**src/pocal_pkg.sv**
```systemverilog
// Package for the proximity offset calibration averaging block.
package pocal_pkg;
    localparam logic [7:0] CALIB_ADDR        = 8'h69;
    localparam logic [7:0] CALIBCFG_ADDR     = 8'h6a;
    localparam logic [7:0] OFFSET_LO_ADDR    = 8'hc7;
    localparam logic [7:0] OFFSET_HI_ADDR    = 8'hc8;
    localparam logic [7:0] CALIBCFG_RESET    = 8'h00;
    localparam int         BIT_KICKOFF       = 0;
    localparam int         BIT_BASELINE_LOAD = 7;
    localparam int         BIT_ZERO_TRIM     = 6;
    localparam int         BIT_SKIP_SEARCH   = 3;
    localparam int         AVG_SEL_LSB       = 0;
    localparam int         AVG_SEL_W         = 3;
    localparam int         DATA_W            = 14;
    localparam int         SEARCH_STEPS      = 8;
    localparam logic [7:0] OFFSET_RESET      = 8'h00;

    typedef enum logic [2:0] {
        POCAL_IDLE,
        POCAL_SEARCH,
        POCAL_AVERAGE,
        POCAL_LOAD,
        POCAL_DONE
    } pocal_phase_e;

    // Register write port.
    typedef struct packed {
        logic       wr;
        logic [7:0] addr;
        logic [7:0] data;
    } pocal_wr_s;

    // One proximity result from the ADC.
    typedef struct packed {
        logic              valid;
        logic [DATA_W-1:0] value;
    } pocal_adc_s;
endpackage

```
**src/pocal_accum.sv**
```systemverilog
// Accumulator that sums proximity results and yields the power-of-two average.
`timescale 1ns/1ps
module pocal_accum #(
    parameter int DATA_W = 14,
    parameter int SEL_W  = 3
) (
    input  wire logic              clk,
    input  wire logic              rst_n,
    input  wire logic              clear,
    input  wire logic              add,
    input  wire logic [DATA_W-1:0] value,
    input  wire logic [SEL_W-1:0]  shift,
    output logic      [DATA_W-1:0] average
);
    localparam int SUM_W = DATA_W + (1 << SEL_W);

    typedef struct packed {
        logic [SUM_W-1:0]  sum;
        logic [DATA_W-1:0] average;
    } pocal_acc_s;

    pocal_acc_s st;
    pocal_acc_s next_st;

    always_comb begin
        next_st = st;
        if (clear) begin
            next_st.sum = '0;
        end else if (add) begin
            next_st.sum = st.sum + SUM_W'(value);
        end
        // Taken from the updated sum so that the last result already counts in the load cycle.
        next_st.average = DATA_W'(next_st.sum >> shift);
    end

    always_ff @(posedge clk) begin
        if (!rst_n) begin
            st <= '0;
        end else begin
            st <= next_st;
        end
    end

    assign average = st.average;
endmodule

```
**src/pocal_engine.sv**
```systemverilog
// Proximity offset calibration engine: search, DC averaging and baseline load.
//
// Contract
// - With baseline load set, the DC average goes into the proximity baseline at end.
// - With zero trim set, a zero result during averaging decrements a nonzero offset and sets trimmed flag.
// - After such a decrement averaging carries on without restarting.
// - With skip search set, the search step is omitted entirely.
// - Unless skip search is set, DC averaging runs only after the search phase has completed.
// - Count field 0 skips averaging, otherwise 2 to the n results are averaged.
// - Writing one to the kickoff bit starts calibration; results land in offset registers.
// - On completion set the done flag and raise interrupt if enabled.
// - Writing zero to the kickoff bit while running aborts at once.
`timescale 1ns/1ps
module pocal_engine #(
    parameter int SEARCH_STEPS = pocal_pkg::SEARCH_STEPS
) (
    input  wire logic                               clk,
    input  wire logic                               rst_n,
    input  wire pocal_pkg::pocal_wr_s               reg_wr,
    input  wire logic                               calibration_interrupt_enable,
    input  wire logic                               done_clear,
    input  wire pocal_pkg::pocal_adc_s              adc,
    input  wire logic                               search_high,
    output logic                                    measure_req,
    output logic [7:0]                              config_rd,
    output logic [7:0]                              proximity_offset,
    output logic [pocal_pkg::DATA_W-1:0]            proximity_baseline,
    output logic                                    calibration_running,
    output logic                                    calibration_done_flag,
    output logic                                    offset_trimmed_flag,
    output logic                                    calibration_interrupt
);
    import pocal_pkg::*;

    localparam logic [7:0] SEARCH_TOP = 8'(1 << (SEARCH_STEPS - 1));

    typedef struct packed {
        pocal_phase_e      phase;
        logic [7:0]        cfg;
        logic [7:0]        offset;
        logic [7:0]        search_bit;
        logic [8:0]        avg_left;
        logic [DATA_W-1:0] baseline;
        logic              done;
        logic              trimmed;
        logic              irq;
        logic              req;
        logic              running;
    } pocal_state_s;

    pocal_state_s st;
    pocal_state_s next_st;
    logic [DATA_W-1:0] average;
    logic              acc_clear;
    logic              acc_add;
    logic              kick_wr;
    logic              kick_one;
    logic [AVG_SEL_W-1:0] avg_sel;

    assign avg_sel  = st.cfg[AVG_SEL_LSB +: AVG_SEL_W];
    assign kick_wr  = reg_wr.wr && reg_wr.addr == CALIB_ADDR;
    assign kick_one = reg_wr.data[BIT_KICKOFF];

    pocal_accum #(
        .DATA_W (DATA_W),
        .SEL_W  (AVG_SEL_W)
    ) u_accum (
        .clk     (clk),
        .rst_n   (rst_n),
        .clear   (acc_clear),
        .add     (acc_add),
        .value   (adc.value),
        .shift   (avg_sel),
        .average (average)
    );

    always_comb begin
        next_st   = st;
        acc_clear = 1'b0;
        acc_add   = 1'b0;
        next_st.irq = 1'b0;
        if (reg_wr.wr && reg_wr.addr == CALIBCFG_ADDR) begin
            next_st.cfg = reg_wr.data & 8'hcf;
        end
        if (reg_wr.wr && reg_wr.addr == OFFSET_LO_ADDR) begin
            next_st.offset = reg_wr.data;
        end
        if (done_clear) begin
            next_st.done    = 1'b0;
            next_st.trimmed = 1'b0;
        end
        unique case (st.phase)
            POCAL_IDLE: begin
                if (kick_wr && kick_one) begin
                    acc_clear = 1'b1;
                    next_st.done = 1'b0;
                    if (st.cfg[BIT_SKIP_SEARCH]) begin
                        next_st.phase = (avg_sel == '0) ? POCAL_LOAD : POCAL_AVERAGE;
                        next_st.avg_left = 9'h001 << avg_sel;
                    end else begin
                        next_st.phase      = POCAL_SEARCH;
                        next_st.offset     = SEARCH_TOP;
                        next_st.search_bit = SEARCH_TOP;
                    end
                    next_st.req = 1'b1;
                end
            end
            POCAL_SEARCH: begin
                if (adc.valid) begin
                    // Too high a result keeps the trial bit set; otherwise it is cleared.
                    if (!search_high) begin
                        next_st.offset = st.offset & ~st.search_bit;
                    end
                    next_st.search_bit = st.search_bit >> 1;
                    next_st.offset     = next_st.offset | (st.search_bit >> 1);
                    if (st.search_bit == 8'h01) begin
                        next_st.offset   = st.offset & ~(search_high ? 8'h00 : 8'h01);
                        next_st.phase    = (avg_sel == '0) ? POCAL_LOAD : POCAL_AVERAGE;
                        next_st.avg_left = 9'h001 << avg_sel;
                        next_st.req      = (avg_sel != '0);
                    end
                end
            end
            POCAL_AVERAGE: begin
                if (adc.valid) begin
                    acc_add = 1'b1;
                    if (st.cfg[BIT_ZERO_TRIM] && adc.value == '0 && st.offset != '0) begin
                        next_st.offset  = st.offset - 8'h01;
                        next_st.trimmed = 1'b1;
                    end
                    // Averaging keeps counting after a trim.
                    next_st.avg_left = st.avg_left - 9'h001;
                    if (st.avg_left == 9'h001) begin
                        next_st.phase = POCAL_LOAD;
                        next_st.req   = 1'b0;
                    end
                end
            end
            POCAL_LOAD: begin
                next_st.req = 1'b0;
                if (st.cfg[BIT_BASELINE_LOAD] && avg_sel != '0) begin
                    next_st.baseline = average;
                end
                next_st.phase = POCAL_DONE;
            end
            POCAL_DONE: begin
                next_st.done  = 1'b1;
                next_st.irq   = calibration_interrupt_enable;
                next_st.phase = POCAL_IDLE;
            end
            default: next_st.phase = POCAL_IDLE;
        endcase
        if (kick_wr && !kick_one && st.phase != POCAL_IDLE) begin
            next_st.phase = POCAL_IDLE;
            next_st.req   = 1'b0;
            next_st.irq   = 1'b0;
        end
        next_st.running = next_st.phase != POCAL_IDLE;
    end

    always_ff @(posedge clk) begin
        if (!rst_n) begin
            st       <= '0;
            st.phase <= POCAL_IDLE;
            st.cfg   <= CALIBCFG_RESET;
            st.offset <= OFFSET_RESET;
        end else begin
            st <= next_st;
        end
    end

    assign measure_req           = st.req;
    assign config_rd             = st.cfg;
    assign proximity_offset      = st.offset;
    assign proximity_baseline    = st.baseline;
    assign calibration_running   = st.running;
    assign calibration_done_flag = st.done;
    assign offset_trimmed_flag   = st.trimmed;
    assign calibration_interrupt = st.irq;

    property p_abort;
        @(posedge clk) disable iff (!rst_n)
        (kick_wr && !kick_one && st.phase != POCAL_IDLE) |=> st.phase == POCAL_IDLE;
    endproperty
    a_abort: assert property (p_abort) else $error("abort did not stop calibration");

    property p_trim;
        @(posedge clk) disable iff (!rst_n)
        (st.phase == POCAL_AVERAGE && adc.valid && st.cfg[BIT_ZERO_TRIM] && adc.value == '0
         && st.offset != '0 && !done_clear && !kick_wr)
        |=> st.offset == $past(st.offset) - 8'h01 && st.trimmed;
    endproperty
    a_trim: assert property (p_trim) else $error("zero result did not trim offset");

    property p_continue;
        @(posedge clk) disable iff (!rst_n)
        (st.phase == POCAL_AVERAGE && adc.valid && st.avg_left > 9'h001 && !kick_wr)
        |=> st.phase == POCAL_AVERAGE && st.avg_left == $past(st.avg_left) - 9'h001;
    endproperty
    a_continue: assert property (p_continue) else $error("averaging restarted");

    property p_skip;
        @(posedge clk) disable iff (!rst_n)
        (st.phase == POCAL_IDLE && kick_wr && kick_one && st.cfg[BIT_SKIP_SEARCH])
        |=> st.phase != POCAL_SEARCH;
    endproperty
    a_skip: assert property (p_skip) else $error("search not skipped");

    property p_order;
        @(posedge clk) disable iff (!rst_n)
        st.phase == POCAL_AVERAGE |=> st.phase != POCAL_SEARCH;
    endproperty
    a_order: assert property (p_order) else $error("search after averaging");

    property p_count;
        @(posedge clk) disable iff (!rst_n)
        $rose(st.phase == POCAL_AVERAGE) |-> st.avg_left == (9'h001 << avg_sel);
    endproperty
    a_count: assert property (p_count) else $error("wrong averaging count");

    property p_done;
        @(posedge clk) disable iff (!rst_n)
        (st.phase == POCAL_LOAD && !kick_wr) |=> ##1 st.done && st.irq == $past(calibration_interrupt_enable);
    endproperty
    a_done: assert property (p_done) else $error("completion not signalled");

    property p_load;
        @(posedge clk) disable iff (!rst_n)
        (st.phase == POCAL_LOAD && st.cfg[BIT_BASELINE_LOAD] && avg_sel != '0 && !kick_wr)
        |=> st.baseline == $past(average);
    endproperty
    a_load: assert property (p_load) else $error("baseline not loaded");

    property p_kick;
        @(posedge clk) disable iff (!rst_n)
        (st.phase == POCAL_IDLE && kick_wr && kick_one) |=> st.phase != POCAL_IDLE && st.req;
    endproperty
    a_kick: assert property (p_kick) else $error("kickoff did not start");
endmodule

```
**config.mk**
```make
export PLATFORM = sky130hd
export DESIGN_NAME = pocal_engine
export DESIGN_NICKNAME = d
export VERILOG_FILES = /design/src/pocal_pkg.sv /design/src/pocal_accum.sv /design/src/pocal_engine.sv
export SDC_FILE = /design/constraint.sdc
export NUM_CORES = 1
export LEC_CHECK = 0
export ABC_AREA = 1
export BUFFER_PORTS_ARGS = -buffer_cell sky130_fd_sc_hd__buf_4
export CAP_MARGIN = 15
export CORE_ASPECT_RATIO = 0.75
export CORE_MARGIN = 2
export CORE_UTILIZATION = 45
export CTS_BUF_LIST = sky130_fd_sc_hd__clkbuf_4 sky130_fd_sc_hd__clkbuf_8
export CTS_CLUSTER_SIZE = 8
export DETAILED_ROUTE_END_ITERATION = 7
export HOLD_SLACK_MARGIN = 0.03
export PLACE_DENSITY = 0.62
export REMOVE_ABC_BUFFERS = 1
export SLEW_MARGIN = 10
export SYNTH_ARGS = -nofsm -noshare
export SYNTH_HDL_FRONTEND = slang
export SYNTH_HIERARCHICAL = 1
export SYNTH_SLANG_ARGS = --single-unit
export TNS_END_PERCENT = 1
```
**constraint.sdc**
```tcl
create_clock -name clk -period 1.85 [get_ports clk]
set_input_delay 0.2775 -clock clk [delete_from_list [all_inputs] [get_ports clk]]
set_output_delay 0.2775 -clock clk [all_outputs]
set_load 0.01 [all_outputs]
```
After elaboration in Yosys (flattened, before gate mapping)

Cells that the tools add are included.

Memory bits (read-only): 0
Bits in latches: 0
Memories: 0
Register bits: 89
Logic and storage cells: 111
Input bits: 37
Bits in writable memories: 0

Add/sub/neg operators: 3
Equality and inequality tests: 16
Shifts and indexed selects: 2
Divide/modulo/power cells: 0
$lt $le $gt $ge: 0
Multiply operators: 0
Bitwise operators: 7
Reduce and logical (&&, ||, !) cells: 26
Multiplexer cells: 44

Operators by type and width:

| kind                  | count |
|---|---|
| $mux W8               | 7 |
| $mux W25              | 2 |
| $mux W22              | 2 |
| $mux W9               | 3 |
| $pmux W9 S3           | 1 |
| $pmux W8 S3           | 1 |
| $add A22 B14 Y22      | 1 |
| $shr A22 B3 Y14       | 1 |
| $mux W3               | 6 |
| $and A8 B8 Y8         | 2 |
| $eq A8 B7 Y1 const B  | 2 |
| $mux W16              | 1 |
| $pmux W8 S2           | 1 |
| $mux W1               | 15 |
| $logic_not A14 Y1     | 1 |
| $ne A2 B2 Y1 const B  | 7 |
| $pmux W3 S4           | 1 |
| $reduce_and A6 Y1     | 2 |
| $reduce_bool A3 Y1    | 4 |
| $eq A9 B1 Y1 const B  | 1 |
| $logic_and A1 B1 Y1   | 9 |
| $shl A1 B3 Y9 const A | 1 |
| $sub A9 B1 Y9 const B | 1 |
| $eq A8 B1 Y1 const B  | 1 |
| other kinds (21)      | 25 |

Logic depth before layout (Yosys ltp)

Gate-level depths: netlist of run 1.

Depth in word-level cells: 10
Depth in mapped cells: 17

By module

Netlist of run 1, hierarchy kept.

Modules (own cells, without submodules):

| module       | times used | area each (um2) | cells an instance | seq. area each (um2) |
|---|---|---|---|---|
| pocal_engine | 1          | 3458.3          | 549               | 1061.0 |
| pocal_accum  | 1          | 3051.7          | 522               | 700.7 |

Worst setup path before layout of run 1

Ideal clock, no wire load.

Kind: input-to-reg
Start point: input port reg_wr[10] (netlist bit)
End point: register u_accum.st (netlist bit u_accum/average[4])
Path slack: -0.165 ns
Cell stages on the path: 15
Setup time: 0.117 ns
Arrival: 1.897 ns
Buffers on the path: 1
Cells stage by stage: inv_1 -> nand2_1 -> nor3_2 -> nand2_1 -> nor2_1 -> nand2_1 -> nor2_1 -> clkbuf_1 -> nor2_1 -> nand3_1 -> nand2_1 -> nand2_1 -> nand2_1 -> o21ai_0 -> nor2_1

Word-level cells in the longest chain between the ends: 7

Ends and longest elaborated chain:

| item                 | RTL line           | text |
|---|---|---|
| start, declared      | pocal_engine.sv:19 | `input wire pocal_pkg::pocal_wr_s reg_wr,` |
| $eq A8 B7 Y1         | pocal_engine.sv:61 | `assign kick_wr = reg_wr.wr && reg_wr.addr == CALIB_ADDR;` |
| $logic_and A1 B1 Y1  | pocal_engine.sv:61 |  |
| $logic_and A1 B1 Y1  | pocal_engine.sv:94 | `if (kick_wr && kick_one) begin` |
| $mux W1              | pocal_engine.sv:94 |  |
| $mux W1              | pocal_engine.sv:92 | `unique case (st.phase)` |
| net acc_clear        | pocal_engine.sv:54 | `logic acc_clear;` |
| $mux W22             | pocal_accum.sv:27  | `if (clear) begin` |
| $shr A22 B3 Y14      | pocal_accum.sv:33  | `next_st.average = DATA_W'(next_st.sum >> shift);` |
| end signal, assigned | pocal_accum.sv:40  | `st <= next_st;` |
| end, declared        | pocal_accum.sv:22  | `pocal_acc_s st;` |

The timed path passes the listed nets, and every way through them passes these cells.
A chain may end at the register's enable or synchronous reset.

Worst setup path in the final report of run 1

Start point: register u_accum/st[14] (netlist bit)
End point: register u_accum.st (netlist bit u_accum/average[4])

Word-level cells in the longest chain between the ends: 4

Ends and longest elaborated chain:

| item                | RTL line          | text |
|---|---|---|
| $add A22 B14 Y22    | pocal_accum.sv:30 | `next_st.sum = st.sum + SUM_W'(value);` |
| $mux W22 (*)        | pocal_accum.sv:29 | `end else if (add) begin` |
| $mux W22 (*)        | pocal_accum.sv:27 |  |
| $shr A22 B3 Y14 (*) | pocal_accum.sv:33 |  |

Every way passes the cells marked *; elsewhere a longest branch is shown, timed or not.

==> impl_metrics.csv, run 1 <==
group,metric,value,unit
floorplan,die_w,142.9,um
finish,drive_above_1_share,0.2792,
finish,fin_nets,1250,
global_route,grt.total_usage,0.2456,
timing,final.min_clock_period,2121,ps
synthesis,synth_edf_count,0,
timing,min_period_over_period,1.147,
clock_network,clock_latency,370,ps
critical_path,worst_r2r_path_depth,14,
synthesis,async_reset_ff_frac,0,
critical_path,r2r_slack,-270,ps
min_path,min_path_type,"in2reg",
synthesis,syn_area_per_cell,6.078,um2
min_path,min_to,"offset_trimmed_flag",
clock_network,clkTransAtPathRegs,90,ps
floorplan,num_rows,38,
floorplan,num_io_pins,72,
power,fin_total_pwr,3.766,mW
timing,worstMarginPinSlew,564.3,ps
global_route,first_global_vias,6169,
critical_path,worstPathArrival,2380,ps
finish,final_cells,1400,
power,p_per_area,457.1,nW/um2
timing,fin_ws,-271.4,ps
clock_network,cts_sinks,88,
timing,drv_slew,0,
floorplan,dieArea,15460,um2
clock_network,clockBufferDepth,2,
routing,drtIter0Drc,572,
placed_design,place_hpwl,14740,um
timing,clock_skew,12.52,ps
flow_run,maxCapViolations,0,
routing,vias_per_cell,4.889,
synthesis,synth_top_cell_by_area,"dfxtp_1",
clock_network,root_buffer,"clkbuf_8",
placed_design,gp_congestion,0.9505,
clock_network,cts_buffers,9,
synthesis,synth_cells,1071,
timing,rsz0062_at_grt,"true",
synthesis,ys.flop_type,"dfxtp_1",
critical_path,cpMaxStageDelayCell,"fa_2",
min_path,min_path_cells,4,
clock_network,htree_levels,3,
global_route,antenna_found_initial,0,
global_route,grt_pass1_wl,30460,um
floorplan,die_h,108.2,um
critical_path,crit_chain,"ha_4 > fa_2 > nand2_2 > nand2_4 > nand3_4 > nand2_4 > nand2_2 > nand2_1 > nand2_1 > nand3_2 > nand3_2 > nand3_1 > a21oi_1 > nor2_1",
finish,fin_util,0.5757,
synthesis,ys_top_cells_by_area,"dfxtp_1, nand2_1, nor2_1, inv_1, nand3_1",
synthesis,synth_top_area_frac,0.2706,
global_route,grt_max_degree,27,
run_status,violations,"setup timing",
finish,nFillCells,1430,
critical_path,cpPeakStageDelay,390,ps
routing,detail-route-antenna-nets,0,
timing,setup_viol,17,
clock_network,tritoncts,"done",
routing,num_vias,6845,
critical_path,path_class,"reg2reg",
routing,dr.pass1.iters,5,
critical_path,critPathCaptureType,"flop",
min_path,min_from,"done_clear",
critical_path,required,2110,ps
critical_path,r2r-end,"u_accum/average[4]",
floorplan,placeableCoreArea,14310,um2
synthesis,synth_cell_types,43,
synthesis,yosys_register_bits,88,
routing,routed_wl,18550,um
floorplan,start_util,0.4549,
timing,fin_tns_setup,-2850,ps
critical_path,critical_path.max_fanout,3,
finish,seq_area,1769,um2
synthesis,synth_area,6510,um2
synthesis,synth_warnings,6,
finish,n_antenna_cell,0,
finish,area_growth,26.56,%
clock_network,cts-hold-fix-buffers,0,
placed_design,port_buffers,69,
finish,multi_input_area,4143,um2
run_status,status,"finished with violations",
critical_path,startpoint_type,"flop",
timing,slew_headroom,0.6234,
synthesis,synth_seq_area_share,0.2706,
power,p_leak,3.925,nW
power,ir_drop,0.3471,mV
critical_path,r2r-start,"u_accum/st[14]",
placed_design,dp.cells,1381,
routing,wire_per_inst,13.25,um
timing,max_freq,0.4714,GHz
timing,hold_viol_final,0,
global_route,globalRoute.totalOverflow,0,
routing,drcViolationCount,0,
## cell usage in the layout (no fill, tap or decap), types with 2 or more instances in the layout
master / synthesis / routed
o21ai_2: 6 / 8
clkinv_1: 3 / 3
nand3_4: 1 / 3
ha_4: 0 / 8
dfxtp_2: 0 / 6
o211ai_1: 3 / 3
xor2_1: 10 / 10
conb_1: 1 / 2
nor2_4: 1 / 3
buf_4: 48 / 182
a31oi_1: 2 / 2
nand3_2: 12 / 28
inv_1: 113 / 112
ha_1: 17 / 9
clkinv_4: 0 / 2
o21ai_0: 67 / 65
nor2_1: 189 / 186
a21oi_1: 51 / 46
nand2_4: 2 / 8
inv_6: 0 / 2
nand4_1: 13 / 13
bufinv_16: 0 / 2
o21bai_1: 2 / 2
o21ai_1: 5 / 5
inv_2: 10 / 11
or2_2: 3 / 3
a22oi_1: 2 / 2
clkbuf_8: 0 / 9
nor3_1: 14 / 13
nor3_2: 6 / 7
nand3_1: 81 / 63
nor4_1: 3 / 3
nor2_2: 6 / 7
a21oi_2: 4 / 9
dfxtp_1: 88 / 82
nand2_1: 259 / 238
nand2_2: 19 / 34
## logic make-up (layout without fill, tap and decap cells)
family | Yosys count | after routing | synth area share
xor+xnor | 11 | 11 | 0.01480
other cells | 1 | 2 | 0.0005760
flops | 88 | 88 | 0.2706
compound gates | 144 | 144 | 0.1201
buf+inv | 197 | 325 | 0.1457
fa+ha+maj | 18 | 18 | 0.03575
simple gates | 612 | 612 | 0.4125
## Yosys cell counts, drive strengths merged, types with 3 or more instances
cell type / instances
a21oi: 55
buf: 59
clkbuf: 12
clkinv: 3
dfxtp: 88
ha: 17
inv: 123
nand2: 280
nand3: 94
nand4: 13
nor2: 196
nor3: 20
nor4: 3
o211ai: 3
o21ai: 78
or2: 4
xor2: 10
## state kept, by name, summed over array words and instances, names as in the netlist, 6 cells and up
| name | flops |
|---|---|
| config_rd | 6 |
| proximity_baseline | 14 |
| proximity_offset | 8 |
| st | 20 |
| u_accum/average | 14 |
| u_accum/st | 21 |
## power breakdown
part	leakage, nW	total, mW	internal (mW)	switching, mW
registers	0.712	1.89	1.89	0.000647
clock network	0.110	1.52	0.775	0.749
logic	3.10	0.348	0.163	0.185
total	3.92	3.77	2.83	0.935
## layer usage
metal  track usage  part of all wire  up-vias  wire length, um
li1              -                 -     3617                -
met1        0.3886              0.55     3030            10130
met2        0.3506              0.39      186             7264
met3       0.03897             0.056       12             1030
met4       0.04102            0.0068        0              126
met5             0                 0        -                0
## stage by stage
step	cell area, um2	hold WS (ps)	setup slack, ps
after global placement	7642	456.7	-398.4
after global routing	8239	159.2	-373.7
after detailed placement	7642	458.5	-441.9
after CTS	7998	154.8	-174.7
after floorplan	6038	388.3	-1359
final	8239	171.8	-271.4
## layout make-up
cell class / instances / area share
clock buffers: 9 / 0.01503
clock inverters: 7 / 0.01245
inverters: 126 / 0.05740
multi-input cells: 787 / 0.5028
flip-flops and latches: 88 / 0.2147
well taps: 200 / 0.03037
repair buffers: 183 / 0.1672
## worst max-delay path by stage
| stage | startpoint | endpoint | slack [ps] |
|---|---|---|---|
| after global placement | adc[0] | u_accum/average[9] | -400 |
| final | u_accum/st[14] | u_accum/average[4] | -270 |
| after global routing | u_accum/st[14] | u_accum/average[9] | -370 |
| after floorplan | st[53] | u_accum/average[12] | -1360 |
| after detailed placement | adc[0] | u_accum/average[10] | -440 |
| after CTS | u_accum/st[14] | u_accum/average[9] | -170 |
## repair_timing
item                                    4_1_cts  5_1_grt
buffers inserted                              0        3
endpoints found under the setup margin       21       43
gates resized for setup                      23       56
hold endpoints to repair                      0        0
pin swaps                                     5       18
## worst max-delay path: cells and delay by family, from the launching register on
family                   cells  cell delay, ps
flip-flops                   1             340
AO/OA/AOI/OAI                1             240
adder cells (fa/ha/maj)      2             550
AND/OR/NAND/NOR             11             870
Power figures use the tool's default switching activity.
==> run 2, diff against run 1 <==
Settings changed: ABC_AREA 1 to not set, PLACE_DENSITY 0.62 to 0.63.
==> run 2 against run 1 <==
Effect of this change:
- the flow still finishes with violations (setup timing)
- worst setup slack got worse by 530 ps
- wire length up 13%
- total power down 1.0%
- critical endpoint is now u_accum/average[6]
- global-route usage increased by 3.5 points
- register-to-register slack worse by 530 ps
- synthesized cell count is 30% lower
- clock-buffer cell count stayed put
- die area down 4.6%
- clock power barely moved
- maximum frequency shrank 20%
==> impl_metrics.csv, run 2 <==
group,metric,value,unit
critical_path,path_class,"reg2reg",
global_route,globalRoute.totalOverflow,0,
floorplan,num_io_pins,72,
finish,drive_above_1_share,0.4185,
critical_path,r2r_slack,-800,ps
routing,drcViolationCount,0,
synthesis,syn_area_per_cell,8.255,um2
timing,drv_slew,0,
timing,final.min_clock_period,2652,ps
finish,top_regs,"u_accum/st (21), st (20)",
global_route,antenna_found_initial,0,
routing,drtIter0Drc,712,
placed_design,dp.cells,1105,
global_route,first_global_vias,6452,
clock_network,cts_buffers,9,
critical_path,crit_chain,"ha_4 > fa_2 > a211oi_2 > buf_4 > o211ai_4 > buf_4 > nand3_1 > o311a_4 > mux2i_4 > mux2_2 > nand2b_1 > a31oi_1",
timing,setup_viol,38,
global_route,grtUsageMet2,0.4146,
global_route,grt_use_met3,0.06088,
synthesis,synth_commonest_cells,"dfxtp_1, nor2_1, nand2_1",
floorplan,start_util,0.4571,
timing,max_freq,0.3770,GHz
finish,layout_common_cells,"buf_4, dfxtp_1, nor2_1",
timing,min_period_over_period,1.434,
synthesis,yosysMostFrequentCell,"dfxtp_1",
floorplan,dieArea,14740,um2
timing,hold_viol_final,0,
critical_path,cpPeakStageDelay,350,ps
flow_run,maxCapViolations,0,
global_route,grt_pass1_wl,33570,um
floorplan,placeableCoreArea,13560,um2
power,p_per_area,434.0,nW/um2
synthesis,synth_top_area_frac,0.2842,
clock_network,cts_sinks,88,
timing,fin_hold_ws,152.0,ps
min_path,min_path_type,"in2reg",
min_path,min_path_cells,3,
timing,worstMarginPinSlew,616.0,ps
critical_path,cp_common_cell,"buf_4",
finish,multi_input_area,4259,um2
min_path,min_from,"calibration_interrupt_enable",
critical_path,critical_path.max_fanout,6,
min_path,min_to,"calibration_interrupt",
global_route,grt.busiest_layer,"met1",
synthesis,synth_area,6200,um2
synthesis,ys.flop_type,"dfxtp_1",
global_route,use_met1,0.4176,
finish,layout_commonest_cell,"buf_4",
routing,dr.pass1.iters,5,
timing,fin_ws,-802.3,ps
routing,detail-route-antenna-nets,0,
clock_network,clkTransAtPathRegs,90,ps
finish,area_growth,38.51,%
critical_path,worstPathArrival,2950,ps
clock_network,tritoncts,"done",
synthesis,ys_top_cells_by_area,"dfxtp_1, buf_4, mux2i_1, nor2_1, a21oi_1",
run_status,status,"finished with violations",
global_route,grt_max_degree,37,
routing,wire_per_inst,18.62,um
power,p_leak,3.600,nW
placed_design,port_buffers,69,
synthesis,synth_cell_types,101,
synthesis,yosys_register_bits,88,
clock_network,htree_levels,3,
placed_design,place_hpwl,16010,um
run_status,violations,"setup timing",
floorplan,die_w,139.5,um
routing,num_vias,6701,
finish,largest_register,"u_accum/st",
routing,vias_per_cell,5.951,
critical_path,required,2150,ps
power,fin_total_pwr,3.727,mW
critical_path,startpoint_type,"flop",
clock_network,clock_latency,370,ps
finish,final_cells,1126,
routing,routed_wl,20970,um
timing,slew_headroom,0.5862,
finish,fin_nets,1001,
critical_path,critPathCaptureType,"flop",
power,ir_drop,0.3410,mV
timing,rsz0062_at_grt,"true",
timing,clock_skew,10.72,ps
floorplan,die_h,105.7,um
clock_network,cts-hold-fix-buffers,0,
global_route,grt.total_usage,0.2804,
synthesis,synth_edf_count,0,
critical_path,r2r-end,"u_accum/average[6]",
floorplan,num_rows,37,
critical_path,r2r-start,"u_accum/st[14]",
synthesis,synth_top_cell_by_area,"dfxtp_1",
placed_design,gp_congestion,0.9616,
synthesis,async_reset_ff_frac,0,
synthesis,synth_cells,751,
finish,nFillCells,1194,
synthesis,synth_warnings,6,
clock_network,clockBufferDepth,2,
critical_path,cpMaxStageDelayCell,"fa_2",
critical_path,worst_r2r_path_depth,12,
clock_network,root_buffer,"clkbuf_8",
finish,n_antenna_cell,0,
finish,largest_reg_flops,21,
finish,seq_area,1772,um2
synthesis,synth_seq_area_share,0.2842,
run 2: cell count changes after synthesis, moves of 18 or more:
cell / previous run / this run
nand3_1: 81 / 23
nand2_1: 259 / 48
o21ai_0: 67 / 37
nand2_2: 19 / 1
nor2_1: 189 / 80
mux2i_1: 0 / 33
inv_1: 113 / 21
run 2: power by group:
part | total (mW) | internal [mW] | switching [mW]
sequential | 1.89 | 1.89 | 0.000626
combinational | 0.329 | 0.159 | 0.170
clock | 1.51 | 0.763 | 0.743
total | 3.73 | 2.81 | 0.913
run 2: logic make-up (layout without fill, tap and decap cells):
group,Yosys count,after routing,share of synthesized area
AOI/OAI and AO/OA,226,226,0.2670
adders and majority gates,18,18,0.03754
and+or+nand+nor,255,255,0.2174
DFF,88,88,0.2842
other,1,2,0.0006049
muxes,46,46,0.08052
xor gates and xnor gates,14,14,0.01978
buffers and inverters,103,302,0.09304
run 2: critical path, delay by kind of cell, from the launching register on:
kind,cells,cell delay (ps)
AOI/OAI and AO/OA,4,780
buffers and inverters,2,330
and+or+nand+nor,2,220
muxes,2,400
adders and majority gates,2,510
DFF,1,340
run 2: worst max path at each step:
stage / to / from / cells past startpoint / slack [ps]
final: u_accum/average[6] / u_accum/st[14] / 12 / -800
after global routing: u_accum/average[10] / u_accum/st[17] / 10 / -860
after CTS: u_accum/average[3] / u_accum/st[14] / 11 / -830
after detailed placement: u_accum/average[6] / adc[0] / 12 / -1160
after global placement: u_accum/average[6] / adc[0] / 12 / -1060
after floorplan: u_accum/average[11] / st[54] / 11 / -1090
run 2: stage by stage:
step / utilization / setup TNS (ps) / instance area (um2) / setup WS [ps]
2_1_floorplan: - / -26530 / 5713 / -1092
3_3_place_gp: 0.5838 / -22760 / 7919 / -1057
3_5_place_dp: 0.5838 / -25380 / 7919 / -1164
4_1_cts: 0.6183 / -15140 / 8387 / -829.4
5_1_grt: 0.6331 / -18720 / 8587 / -863.4
6_report: 0.6331 / -14450 / 8587 / -802.3
run 2: area by class of cell:
cell class                 count  share of cell area
sequential                    88              0.2063
inverter                      23             0.01005
tap                          175             0.02550
clock inverter                 7             0.01107
clock buffer                   9             0.01443
timing repair buffer         263              0.2366
multi-input combinational    561              0.4960
run 2: repair_timing:
item                       4_1_cts  5_1_grt
buffers inserted                 3        2
pin swaps                       14       33
resized for setup               53       44
setup endpoints to repair       58       66
run 2: layer usage:
layer  vias to the layer above  share of wire
li1                       3171              -
met1                      3194           0.48
met4                         0          0.013
met5                         -              0
met2                       301           0.43
met3                        35          0.076
==> run 3, diff against run 2 <==
Settings changed: SYNTH_HIERARCHICAL 1 to not set.
==> run 3 against run 2 <==
Effect of this change:
- area after synthesis shrank 5.1%
- worst setup slack lost 140 ps
- critical path depth shrank 3
- largest cell class unchanged
- sequential cell count is the same
- first-iteration DRC count shrank 17%
- largest power group unchanged
- the flow still finishes with violations (setup timing)
- highest routed layer unchanged
- maximum frequency shrank 4.9%
==> impl_metrics.csv, run 3 <==
group,metric,value,unit
power,p_per_area,460.5,nW/um2
synthesis,ys.flop_type,"dfxtp_1",
clock_network,cts_sinks,88,
synthesis,synth_top_area_frac,0.2994,
power,p_leak,3.262,nW
synthesis,synth_cells,748,
critical_path,r2r_slack,-940,ps
finish,largest_reg_flops,21,
min_path,min_path_cells,3,
timing,hold_viol_final,0,
global_route,grtUsageMet2,0.4356,
finish,n_antenna_cell,0,
run_status,violations,"setup timing",
global_route,grt_use_met3,0.05556,
synthesis,synth_commonest_cells,"nor2_1, dfxtp_1, nand2_1",
critical_path,critPathCaptureType,"flop",
routing,wire_per_inst,17.58,um
clock_network,clkTransAtPathRegs,90,ps
floorplan,die_w,136.0,um
timing,min_period_over_period,1.507,
routing,drtIter0Drc,589,
critical_path,required,2100,ps
global_route,grt_max_degree,50,
floorplan,num_io_pins,72,
placed_design,gp_congestion,0.9132,
finish,area_growth,37.38,%
routing,drcViolationCount,0,
global_route,antenna_found_initial,0,
timing,clock_skew,8.761,ps
placed_design,place_hpwl,14320,um
timing,fin_ws,-938.2,ps
global_route,globalRoute.totalOverflow,0,
global_route,use_met1,0.3848,
synthesis,yosys_register_bits,88,
floorplan,num_rows,36,
timing,fin_tns_setup,-18420,ps
floorplan,die_h,103.0,um
finish,layout_commonest_cell,"buf_4",
critical_path,path_class,"reg2reg",
floorplan,dieArea,14020,um2
synthesis,async_reset_ff_frac,0,
routing,routed_wl,19300,um
synthesis,synth_warnings,0,
min_path,min_path_type,"in2reg",
critical_path,critical_path.max_fanout,5,
routing,dr.pass1.iters,5,
timing,rsz0062_at_grt,"true",
synthesis,synth_edf_count,0,
timing,drv_slew,0,
timing,final.min_clock_period,2788,ps
critical_path,r2r-end,"u_accum.average[7]",
flow_run,maxCapViolations,0,
clock_network,cts_buffers,9,
floorplan,start_util,0.4568,
finish,fin_util,0.6275,
routing,num_vias,6334,
finish,final_cells,1098,
placed_design,port_buffers,69,
min_path,min_from,"calibration_interrupt_enable",
synthesis,syn_area_per_cell,7.867,um2
critical_path,worst_r2r_path_depth,9,
min_path,min_to,"calibration_interrupt",
synthesis,ys_top_cells_by_area,"dfxtp_1, nor2_1, mux2i_1, nand2_1, buf_4",
timing,worstMarginPinSlew,611.4,ps
timing,setup_viol,47,
timing,fin_hold_ws,153.2,ps
synthesis,synth_seq_area_share,0.2994,
finish,largest_register,"u_accum.st",
placed_design,dp.cells,1078,
synthesis,yosysMostFrequentCell,"nor2_1",
synthesis,synth_cell_types,84,
finish,fin_nets,978,
synthesis,synth_top_cell_by_area,"dfxtp_1",
clock_network,htree_levels,3,
finish,top_regs,"u_accum.st (21), st (20)",
clock_network,tritoncts,"done",
finish,drive_above_1_share,0.3646,
clock_network,cts-hold-fix-buffers,0,
global_route,grt_pass1_wl,30390,um
clock_network,clock_latency,380,ps
global_route,grt.busiest_layer,"met2",
global_route,grt.total_usage,0.2762,
power,ir_drop,0.3540,mV
synthesis,synth_area,5884,um2
routing,detail-route-antenna-nets,0,
critical_path,worstPathArrival,3040,ps
timing,max_freq,0.3587,GHz
run_status,status,"finished with violations",
global_route,first_global_vias,5979,
timing,slew_headroom,0.5915,
critical_path,r2r-start,"u_accum.st[21]",
clock_network,clockBufferDepth,2,
floorplan,placeableCoreArea,12880,um2
routing,vias_per_cell,5.769,
critical_path,startpoint_type,"flop",
clock_network,root_buffer,"clkbuf_8",
finish,layout_common_cells,"buf_4, nor2_1, dfxtp_1",
[run 3: changes by cell type after synthesis, moves of 6 or more]
cell,delta
buf_6,+7
nand3_1,+6
nor3_1,+6
inv_1,-6
nand2b_1,+6
mux2_2,-10
o22ai_1,+6
a311oi_1,+6
or3_1,+6
nand2_1,+23
a22o_1,-8
nor2_1,+23
buf_4,-13
[run 3: worst max-delay path by stage]
| stage | slack, ps | end | start | cells after the start |
|---|---|---|---|---|
| floorplan | -870 | u_accum.average[9] | u_accum.st[14] | 11 |
| global placement | -1010 | u_accum.average[9] | adc[0] | 12 |
| detailed placement | -1100 | u_accum.average[11] | adc[0] | 12 |
| CTS | -920 | u_accum.average[11] | u_accum.st[14] | 11 |
| global route | -990 | u_accum.average[7] | u_accum.st[14] | 11 |
| finish | -940 | u_accum.average[7] | u_accum.st[21] | 9 |
[run 3: critical path: stages, from the launching register on]
cell and delay, ps:
dfxtp_1 340, ha_1 320, o21a_1 220, a2111oi_2 360, nor3_1 130, or4_1 430
nand3_2 140, a21oi_1 100, nor3_1 480, o22ai_2 130
[run 3: cell type report]
type / count / area (um2)
flip-flops and latches: 88 / 1772
inverters: 17 / 63.81
repair buffers: 234 / 1809
well taps: 171 / 214.0
fillers: 1165 / 4798
multi-input cells: 572 / 3996
clock buffers: 10 / 137.6
clock inverters: 6 / 91.34
[run 3: cells by family after synthesis]
logic type / Yosys count / share of synthesized area
other cells: 1 / 0.0006373
fa+ha+maj: 19 / 0.04168
mux: 35 / 0.06188
xor+xnor: 15 / 0.02233
simple gates: 306 / 0.2509
buf+inv: 89 / 0.09271
flops: 88 / 0.2994
compound gates: 195 / 0.2305
[run 3: repair_timing]
| item | in CTS | in global routing |
|---|---|---|
| setup buffers | 2 | 2 |
| pin swaps | 25 | 17 |
| resized for setup | 45 | 46 |
| setup endpoints to repair | 71 | 60 |
[run 3: per-stage QoR]
stage                     cell area (um2)  power (mW)  setup WS [ps]
after floorplan                      5406       2.032         -873.1
after global placement               7387       2.195          -1012
after detailed placement             7387       2.201          -1102
after CTS                            7843       3.751         -917.0
after global routing                 8084       3.842         -993.0
final                                8084       3.722         -938.2
[run 3: where the power goes]
group          switching (mW)  internal [mW]  leakage (nW)
combinational           0.148          0.135          2.44
clock                   0.744          0.802         0.105
sequential           0.000532           1.89         0.713
total                   0.893           2.83          3.26
[run 3: per-layer routing]
metal	wire (um)	up-vias
li1	-	3054
met5	0	-
met4	381	0
met1	8909	3015
met3	1289	35
met2	8718	230
